## src/core/remote_arbiter_defines.vh

```
/*
  constants for the remote read arbiter: state codes, select codes,
  apb register offsets and field positions, reset values.
  assumes inclusion by bare name from core/ sources.
*/
`ifndef REMOTE_ARBITER_DEFINES_VH
`define REMOTE_ARBITER_DEFINES_VH

// ----------------------------------------------------------------------
// state codes
// ----------------------------------------------------------------------
`define ST_IDLE1      4'h0
`define ST_IDLE2      4'h1
`define ST_TAKE       4'h2
`define ST_ACCESS     4'h3
`define ST_RD_RIC     4'h4
`define ST_RD_PCL     4'h5
`define ST_RD_PCH     4'h6
`define ST_RD_DATA_MEMORY    4'h7
`define ST_RD_INSTRUCTION_MEMORY    4'h8
`define ST_TERM       4'h9
`define ST_REL        4'ha
`define ST_REL_DATA_MEMORY   4'hb
`define ST_IDLE3      4'hc

// ----------------------------------------------------------------------
// memory select codes
// ----------------------------------------------------------------------
`define MSEL_DATA_MEMORY     2'h0
`define MSEL_INSTRUCTION_MEMORY     2'h1
`define MSEL_PCL      2'h2
`define MSEL_PCH      2'h3

// ----------------------------------------------------------------------
// apb register map
// ----------------------------------------------------------------------
`define OFS_CTRL      12'h000
`define OFS_CONFIG    12'h004
`define OFS_PC        12'h008
`define OFS_STATUS    12'h00c

// ctrl fields
`define CTRL_MSEL_LO  0
`define CTRL_LOR_BIT  2
// config fields
`define CFG_DW_LO     0
`define CFG_IW_LO     4

// ----------------------------------------------------------------------
// reset values
// ----------------------------------------------------------------------
`define RST_MSEL      2'h0
`define RST_DW        3'h0
`define RST_IW        2'h0
`define RST_PC        16'h0000

`endif

```

## src/core/wait_counter.v

```verilog
/*
  down counter for programmed wait states, with load and done flag.
  assumes one clock and an asynchronous active-low reset.
*/
`timescale 1ns/1ps

module wait_counter (
  // clock and reset
  input  wire       clk_sys,
  input  wire       reset_n,
  // control
  input  wire       load,
  input  wire [2:0] load_val,
  input  wire       step,
  // status
  output wire       done
);

  reg [2:0] count_r;

  always @(posedge clk_sys or negedge reset_n) begin
    if (!reset_n) begin
      count_r <= 3'h0;
    end else if (load) begin
      count_r <= load_val;
    end else if (step && count_r != 3'h0) begin
      count_r <= count_r - 3'h1;
    end
  end

  assign done = (count_r == 3'h0);

endmodule // wait_counter

```

## src/core/remote_read_arbiter.v

```verilog
/*
  remote read arbiter, buffered-read mode: shares the local address and
  multiplexed address/data buses between the local timing unit and a
  remote processor. control, config and pc are reached over apb.
  assumes remote pins arrive asynchronously and are synchronised here;
  local timing-unit signals and memory data are on clk_sys.
*/
`timescale 1ns/1ps
`include "remote_arbiter_defines.vh"

module remote_read_arbiter (
  // clock and reset
  input  wire        clk_sys,
  input  wire        reset_n,
  // apb slave
  input  wire        psel,
  input  wire        penable,
  input  wire        pwrite,
  input  wire [11:0] paddr,
  input  wire [31:0] pwdata,
  output reg  [31:0] prdata,
  output wire        pready,
  output wire        pslverr,
  // remote processor pins
  input  wire        remote_read_strobe_n,
  input  wire        remote_access_enable_n,
  input  wire        cmd_select,
  input  wire        wait_n,
  output wire        transfer_ack,
  output wire        bus_owner_local,
  // local timing unit
  input  wire        local_bus_request,
  input  wire        data_memory_hold,
  output wire        local_bus_grant,
  output wire        local_stall,
  // memory side
  input  wire [15:0] last_data_addr,
  input  wire [15:0] instr_word,
  output reg         mem_read_n,
  // address bus upper byte
  output reg  [7:0]  addr_out,
  output reg         addr_oe,
  // multiplexed address/data bus
  output reg  [7:0]  ad_out,
  output reg         ad_oe
);

  // --------------------------------------------------------------------
  // pin synchronisers
  // --------------------------------------------------------------------
  reg [1:0] rd_s_r;
  reg [1:0] en_s_r;
  reg [1:0] cmd_s_r;
  reg [1:0] wait_s_r;

  always @(posedge clk_sys or negedge reset_n) begin
    if (!reset_n) begin
      rd_s_r   <= 2'h3;
      en_s_r   <= 2'h3;
      cmd_s_r  <= 2'h0;
      wait_s_r <= 2'h3;
    end else begin
      rd_s_r   <= {rd_s_r[0], remote_read_strobe_n};
      en_s_r   <= {en_s_r[0], remote_access_enable_n};
      cmd_s_r  <= {cmd_s_r[0], cmd_select};
      wait_s_r <= {wait_s_r[0], wait_n};
    end
  end

  wire rd_req   = ~rd_s_r[1] & ~en_s_r[1];
  wire cmd_hi   = cmd_s_r[1];
  wire wait_hi  = wait_s_r[1];
  // raw request for the immediate acknowledge and owner paths
  wire rd_req_a = ~remote_read_strobe_n & ~remote_access_enable_n;

  // --------------------------------------------------------------------
  // registers
  // --------------------------------------------------------------------
  reg  [1:0]  msel_r;
  reg         lockout_r;
  reg  [2:0]  dw_r;
  reg  [1:0]  iw_r;
  reg  [15:0] pc_r;
  reg         high_byte_flag_r;
  reg  [3:0]  state_r;
  reg  [3:0]  state_nxt;
  reg  [1:0]  tgt_r;
  reg         tgt_cmd_r;
  reg         grant_r;

  wire apb_wr = psel & penable & pwrite;
  wire apb_rd = psel & ~penable & ~pwrite;
  wire hit    = (paddr == `OFS_CTRL) | (paddr == `OFS_CONFIG) |
                (paddr == `OFS_PC)   | (paddr == `OFS_STATUS);

  // zero-wait slave: every access completes in its first access cycle
  assign pready  = 1'b1;
  assign pslverr = psel & penable & ~hit;

  wire dw_done;
  wire iw_done;
  wire load_waits = (state_r == `ST_TAKE);
  wire in_data_memory    = (state_r == `ST_RD_DATA_MEMORY);
  wire in_instruction_memory    = (state_r == `ST_RD_INSTRUCTION_MEMORY);

  // --------------------------------------------------------------------
  // programmed wait counters
  // --------------------------------------------------------------------
  wait_counter u_dw (
    .clk_sys  (clk_sys),
    .reset_n  (reset_n),
    .load     (load_waits),
    .load_val (dw_r),
    .step     (in_data_memory),
    .done     (dw_done)
  );

  wait_counter u_iw (
    .clk_sys  (clk_sys),
    .reset_n  (reset_n),
    .load     (load_waits),
    .load_val ({1'b0, iw_r}),
    .step     (in_instruction_memory),
    .done     (iw_done)
  );

  wire is_idle = (state_r == `ST_IDLE1) | (state_r == `ST_IDLE2) |
                 (state_r == `ST_IDLE3);

  // --------------------------------------------------------------------
  // state machine
  // --------------------------------------------------------------------
  always @* begin
    state_nxt = state_r;
    case (state_r)
      `ST_IDLE1, `ST_IDLE3: begin
        if (rd_req) begin
          if (lockout_r || grant_r)
            state_nxt = `ST_IDLE2;
          else if (local_bus_request)
            state_nxt = `ST_IDLE1;
          else
            state_nxt = `ST_TAKE;
        end else begin
          state_nxt = `ST_IDLE1;
        end
      end
      `ST_IDLE2: begin
        if (!rd_req)
          state_nxt = `ST_IDLE1;
        else if (!lockout_r && !grant_r && !local_bus_request)
          state_nxt = `ST_TAKE;
      end
      `ST_TAKE:   state_nxt = `ST_ACCESS;
      `ST_ACCESS: begin
        if (cmd_hi)
          state_nxt = `ST_RD_RIC;
        else case (msel_r)
          `MSEL_PCL:  state_nxt = `ST_RD_PCL;
          `MSEL_PCH:  state_nxt = `ST_RD_PCH;
          `MSEL_DATA_MEMORY: state_nxt = `ST_RD_DATA_MEMORY;
          default:    state_nxt = `ST_RD_INSTRUCTION_MEMORY;
        endcase
      end
      `ST_RD_RIC, `ST_RD_PCL, `ST_RD_PCH: begin
        if (wait_hi)
          state_nxt = `ST_TERM;
      end
      `ST_RD_DATA_MEMORY: begin
        if (dw_done && wait_hi)
          state_nxt = `ST_TERM;
      end
      `ST_RD_INSTRUCTION_MEMORY: begin
        if (iw_done && wait_hi)
          state_nxt = `ST_TERM;
      end
      `ST_TERM: begin
        if (!rd_req)
          state_nxt = (tgt_r == `MSEL_DATA_MEMORY && !tgt_cmd_r) ?
                      `ST_REL_DATA_MEMORY : `ST_REL;
      end
      `ST_REL:      state_nxt = `ST_IDLE1;
      `ST_REL_DATA_MEMORY: state_nxt = `ST_IDLE3;
      default:      state_nxt = `ST_IDLE1;
    endcase
  end

  always @(posedge clk_sys or negedge reset_n) begin
    if (!reset_n) begin
      state_r   <= `ST_IDLE1;
      tgt_r     <= `MSEL_DATA_MEMORY;
      tgt_cmd_r <= 1'b0;
      grant_r   <= 1'b0;
    end else begin
      state_r <= state_nxt;
      if (state_r == `ST_ACCESS) begin
        tgt_r     <= msel_r;
        tgt_cmd_r <= cmd_hi;
      end
      // grant only while idle, buses unused, hold input high
      if (is_idle && data_memory_hold && local_bus_request && state_nxt != `ST_TAKE)
        grant_r <= 1'b1;
      else if (!local_bus_request || !is_idle)
        grant_r <= 1'b0;
    end
  end

  // clock level is high in the first half of each cycle
  wire first_half = clk_sys;

  // --------------------------------------------------------------------
  // local grant and stall
  // --------------------------------------------------------------------
  assign local_bus_grant = grant_r & is_idle;
  assign local_stall     = local_bus_request & ~is_idle;

  // --------------------------------------------------------------------
  // acknowledge and bus owner
  // --------------------------------------------------------------------
  wire in_access = (state_r == `ST_ACCESS) | (state_r == `ST_RD_RIC) |
                   (state_r == `ST_RD_PCL) | (state_r == `ST_RD_PCH) |
                   in_data_memory | in_instruction_memory;
  wire data_memory_tgt  = (tgt_r == `MSEL_DATA_MEMORY) & ~tgt_cmd_r;

  // a new request pulls ack low in every state with no transfer open
  wire rd_new = rd_req_a & (is_idle | (state_r == `ST_REL) |
                            (state_r == `ST_REL_DATA_MEMORY));

  // low while request pending and not yet in termination
  assign transfer_ack = ~(rd_new | (state_r == `ST_TAKE) |
                          in_access);

  assign bus_owner_local = in_access | (state_r == `ST_REL_DATA_MEMORY) |
                           ((state_r == `ST_TERM) &
                            (data_memory_tgt | rd_req_a));

  // --------------------------------------------------------------------
  // bus drive
  // --------------------------------------------------------------------
  wire float_now = (state_r == `ST_TAKE & ~first_half) | in_access |
                   (state_r == `ST_TERM) | (state_r == `ST_REL_DATA_MEMORY) |
                   ((state_r == `ST_REL | state_r == `ST_IDLE3) & first_half);
  wire data_memory_any  = (state_r == `ST_TAKE & msel_r == `MSEL_DATA_MEMORY & ~cmd_hi) |
                   (state_r == `ST_ACCESS & msel_r == `MSEL_DATA_MEMORY & ~cmd_hi) |
                   in_data_memory | ((state_r == `ST_TERM | state_r == `ST_REL_DATA_MEMORY) &
                   data_memory_tgt) | (state_r == `ST_IDLE3 & first_half);

  always @* begin
    addr_out   = last_data_addr[15:8];
    addr_oe    = ~float_now;
    ad_out     = {5'h0, lockout_r, msel_r};
    ad_oe      = ~(float_now & data_memory_any &
                   state_r != `ST_REL);
    mem_read_n = ~(in_data_memory |
                   (state_r == `ST_TERM & data_memory_tgt & first_half));
    if (state_r == `ST_RD_PCL || (state_r == `ST_TERM && !tgt_cmd_r &&
        tgt_r == `MSEL_PCL))
      ad_out = pc_r[7:0];
    else if (state_r == `ST_RD_PCH || (state_r == `ST_TERM && !tgt_cmd_r &&
             tgt_r == `MSEL_PCH))
      ad_out = pc_r[15:8];
    else if (in_instruction_memory || (state_r == `ST_TERM && !tgt_cmd_r &&
             tgt_r == `MSEL_INSTRUCTION_MEMORY))
      ad_out = high_byte_flag_r ? instr_word[15:8] : instr_word[7:0];
  end

  // --------------------------------------------------------------------
  // apb registers, pc and high-byte flag
  // --------------------------------------------------------------------
  // flag toggles once per finished instruction byte; pc steps once per finished high byte
  wire instruction_memory_done = (state_r == `ST_REL) & ~tgt_cmd_r & (tgt_r == `MSEL_INSTRUCTION_MEMORY);

  always @(posedge clk_sys or negedge reset_n) begin
    if (!reset_n) begin
      msel_r           <= `RST_MSEL;
      lockout_r        <= 1'b0;
      dw_r             <= `RST_DW;
      iw_r             <= `RST_IW;
      pc_r             <= `RST_PC;
      high_byte_flag_r <= 1'b0;
    end else begin
      if (instruction_memory_done) begin
        high_byte_flag_r <= ~high_byte_flag_r;
        if (high_byte_flag_r)
          pc_r <= pc_r + 16'h0001;
      end
      if (apb_wr && paddr == `OFS_CTRL) begin
        msel_r    <= pwdata[`CTRL_MSEL_LO+1:`CTRL_MSEL_LO];
        lockout_r <= pwdata[`CTRL_LOR_BIT];
        if (pwdata[`CTRL_MSEL_LO+1:`CTRL_MSEL_LO] == `MSEL_INSTRUCTION_MEMORY)
          high_byte_flag_r <= 1'b0;
      end
      if (apb_wr && paddr == `OFS_CONFIG) begin
        dw_r <= pwdata[`CFG_DW_LO+2:`CFG_DW_LO];
        iw_r <= pwdata[`CFG_IW_LO+1:`CFG_IW_LO];
      end
      if (apb_wr && paddr == `OFS_PC && !instruction_memory_done)
        pc_r <= pwdata[15:0];
    end
  end

  // read data snapshot taken in the setup cycle, held through access
  always @(posedge clk_sys or negedge reset_n) begin
    if (!reset_n) begin
      prdata <= 32'h0000_0000;
    end else if (apb_rd) begin
      case (paddr)
        `OFS_CTRL:   prdata <= {29'h0, lockout_r, msel_r};
        `OFS_CONFIG: prdata <= {26'h0, iw_r, 1'b0, dw_r};
        `OFS_PC:     prdata <= {16'h0, pc_r};
        `OFS_STATUS: prdata <= {26'h0, high_byte_flag_r, grant_r, state_r};
        default:     prdata <= 32'h0000_0000;
      endcase
    end
  end

endmodule // remote_read_arbiter

```

## config.mk

```make
export PLATFORM = sky130hd
export DESIGN_NAME = remote_read_arbiter
export DESIGN_NICKNAME = d
export VERILOG_FILES = /design/src/core/wait_counter.v /design/src/core/remote_read_arbiter.v
export VERILOG_INCLUDE_DIRS = /design/src /design/src/core
export SDC_FILE = /design/constraint.sdc
export NUM_CORES = 1
export LEC_CHECK = 0
export ABC_AREA = 1
export ABC_CLOCK_PERIOD_IN_PS = 2080
export BUFFER_PORTS_ARGS = -buffer_cell sky130_fd_sc_hd__buf_2
export CORE_MARGIN = 5
export CORE_UTILIZATION = 40
export DETAILED_ROUTE_END_ITERATION = 8
export GPL_TIMING_DRIVEN = 0
export PLACE_DENSITY_LB_ADDON = 0.15
export SLEW_MARGIN = 20
export SYNTH_ARGS = -nofsm -noshare
export SYNTH_HDL_FRONTEND = slang
export SYNTH_SLANG_ARGS = --single-unit
```

## constraint.sdc

```tcl
create_clock -name clk_sys -period 2.08 [get_ports clk_sys]
set_input_delay 0.416 -clock clk_sys [delete_from_list [all_inputs] [get_ports clk_sys]]
set_output_delay 0.416 -clock clk_sys [all_outputs]
set_load 0.01 [all_outputs]
```

==> flow_summary.toml <==
[timing]
rsz0062_at_grt = "true"
hold_violations = 0
timing.hold.ws_ns = 0.03194
skew_ns = 0.2323
setup_violations = 15
layout_setup_ws_ns = -0.2817
slew_viol_final = 0

[worst_setup_path]
path_depth = 8
path_buf_inv = 6
crit_path_top_delay_cell = "clkbuf_16"
criticalPathCategory = "clk2out"
critPathRequiredTime_ns = 1.66
startpoint_type = "clock port"
critPathTopFamily = "buffers and inverters"
cpPeakStageDelay_ns = 0.15
rr_worst_depth = 11
reg2reg_slack_ns = 0.17
crit_arrival_ns = 1.95
worst_setup_path_end_kind = "output pin"
crit_chain = "clkbuf_16 -> clkbuf_16 -> buf_4 -> buf_4 -> inv_1 -> o211ai_1 -> nand2_2 -> buf_6"
cp_max_fo = 5

[floorplan]
die_area_um2 = 12750
ios = 144
initial_core_util_pct = 41.04
num_rows = 37
core-area_um2 = 10320
fp.dieW_um = 112.9
die_height_um = 112.9

[power]
clkPwrFrac_pct = 29.1
power.switching_mw = 2.640
power.share.switching_pct = 42.07
p_int_mw = 3.635
p_seq_share_pct = 26.6
power_density_nw_per_um2 = 1058
vdd_ir_drop_max_v = 0.0005097
p_leak_nw = 3.160
pwr-share-comb_pct = 44.3

[synth]
ys_seq_area_share_pct = 37.39
yosys.area_share.simple_pct = 34.32
synth_compound_area_share_pct = 11.67
syn-cell-area_um2 = 4237
yosys_warnings = 0
synth_edf_count = 0
synth_cell_types = 43
synth_top_cell_by_area = "dfrtp_1"
synth_cells = 591
synth_top_cells_by_count = "nand2_1, nand3_1, inv_1, dfrtp_1, nor2_1"
synth_top_area_share_pct = 33.67
synthAdderAreaFrac_pct = 2.067
synth_mux_area_share_pct = 0.4725
synth_top_family_by_area = "simple AND/OR/NAND/NOR gates"
avgSynthCellArea_um2 = 7.168
synth_ff_type = "dfrtp_1"
synth.most_common_cell = "nand2_1"
async_flop_share_pct = 100.0
ys_seq_elements = 63
synth_area_leaders = "dfrtp_1, nand2_1, nand3_1"
synth-xor-area-share_pct = 0.6202

[cells_and_area]
final_nets = 854
layout-drive-gt1-share_pct = 37.08
antenna_cells = 0
area_delta_synth_final_pct = 40.05
instances_no_fill = 902

[worst_hold_path]
min_path_cells = 1
min_path_type = "in2reg"

[cts]
cts_tree = "built"
path_clk_slew_ns = 0.05
worstSkewPairLatency_ns = 0.49

[route]
drc = 0
totalWireLength_um = 14580
drt_iter0_drc = 268
wire_per_inst_um = 16.17
vias_per_cell = 5.142
vias = 4638
drtPass1Iterations = 5
postRouteAntennaNets = 0

[job]
cap_violations = 0

[placement]
dp.cells = 837
dpl.hpwl_um = 10040
port_buffers = 94
place.gp.congestion = 0.8896

[global_route]
antenna_found_initial = 0
grt_pass1_wl_um = 22650
overflow = 0
grt_max_degree = 38
grt_pass1_vias = 4539
grtUsageTotal_pct = 22.72

[run_status]
status = "finished with violations"
violations = "setup timing"
==> power by group through the flow <==
| stage | logic, mW | registers, mW | clock network (mW) |
|---|---|---|---|
| 4_1_cts | 2.45 | 1.64 | 1.82 |
| 2_1_floorplan | 1.25 | 1.58 | 0.0549 |
| 3_3_place_gp | 1.75 | 1.63 | 0.0734 |
| 6_report | 2.78 | 1.67 | 1.82 |
| 3_5_place_dp | 1.79 | 1.64 | 0.0734 |
| 5_1_grt | 2.99 | 1.69 | 1.94 |
==> final timing paths <==
check,startpoint,endpoint
max,clk_sys,ad_oe
min,remote_access_enable_n,en_s_r[0]
max reg2reg,state_r[2],pc_r[2]
min reg2reg,rd_s_r[0],rd_s_r[1]
max in group asynchronous,reset_n,state_r[2]
min in group asynchronous,reset_n,grant_r
==> what timing repair did <==
item | CTS | global route
endpoints found under the setup margin | 18 | 17
gates cloned | 1 | 0
hold endpoints to repair | 15 | 0
pin swaps | 14 | 11
gates resized for setup | 77 | 27
hold buffers | 1 | 0
buffers inserted | 34 | 7
==> sequential cells by signal, summed over array words and instances, names as in the netlist <==
register / cells
state_r: 4
pc_r: 16
tgt_cmd_r: 1
lockout_r: 1
u_iw.count_r: 3
grant_r: 1
dw_r: 3
tgt_r: 2
msel_r: 2
cmd_s_r: 2
high_byte_flag_r: 1
en_s_r: 2
u_dw.count_r: 3
prdata: 16
iw_r: 2
wait_s_r: 2
rd_s_r: 2
==> logic make-up (layout without fill, tap and decap cells) <==
kind of cell    after synthesis  count (layout)
buf+inv                     116             276
simple gates                321             321
compound gates               77              77
flops                        63              63
mux                           2               2
other cells                   2              17
xor+xnor                      3               3
fa+ha+maj                     7               7
==> layout make-up <==
type | count | area (um^2)
multi-input combinational | 427 | 2392
fill | 990 | 4390
buffer | 41 | 294.0
sequential | 63 | 1590
inverter | 73 | 300.3
timing repair buffer | 129 | 814.5
clock inverter | 10 | 87.58
clock buffer | 23 | 284.0
tap | 136 | 170.2
==> layout by cell type (no fill, tap or decap), drive strengths merged, types with 9 or more instances in the layout <==
master  Yosys  final
nand2     165    165
o21ai      28     28
nand3      72     72
clkbuf      3     18
nor3       10     10
nor2       55     55
a21oi       9      9
buf        38    174
o31ai       9      9
dfrtp      57     57
o211ai     13     13
conb        2     17
inv        74     73
==> layer usage <==
metal  GRT usage [%]  part of all wire, %  up-vias
met5               0                    0        -
met4           12.82                  3.4        0
met3           5.615                  9.3       52
met2           32.74                   44      257
met1           31.02                   44     2096
li1                -                    -     2233
==> worst register-to-register path, stage by stage (launching register included) <==
cell     delay [ns]
dfrtp_2        0.44
inv_2          0.11
nand2_8        0.09
buf_6          0.13
buf_4          0.14
nor2_1         0.19
nand2_4        0.12
nor2_4         0.14
buf_4          0.19
nand3_1        0.08
nand3_1        0.09
o21ai_1        0.07
==> per-stage QoR <==
step	setup WS [ns]	cell area [um^2]	TNS, ns	power (mW)	util [%]
finish	-0.2817	5933	-2.131	6.275	57.47
global route	-0.3435	5933	-2.768	6.617	57.47
CTS	-0.3256	5796	-1.558	5.902	56.14
detailed placement	-0.1428	4956	-0.2327	3.499	48.01
global placement	-0.09310	4933	-0.1524	3.452	47.79
floorplan	0.2392	4293	0	2.886	-
Power figures use the tool's default switching activity.
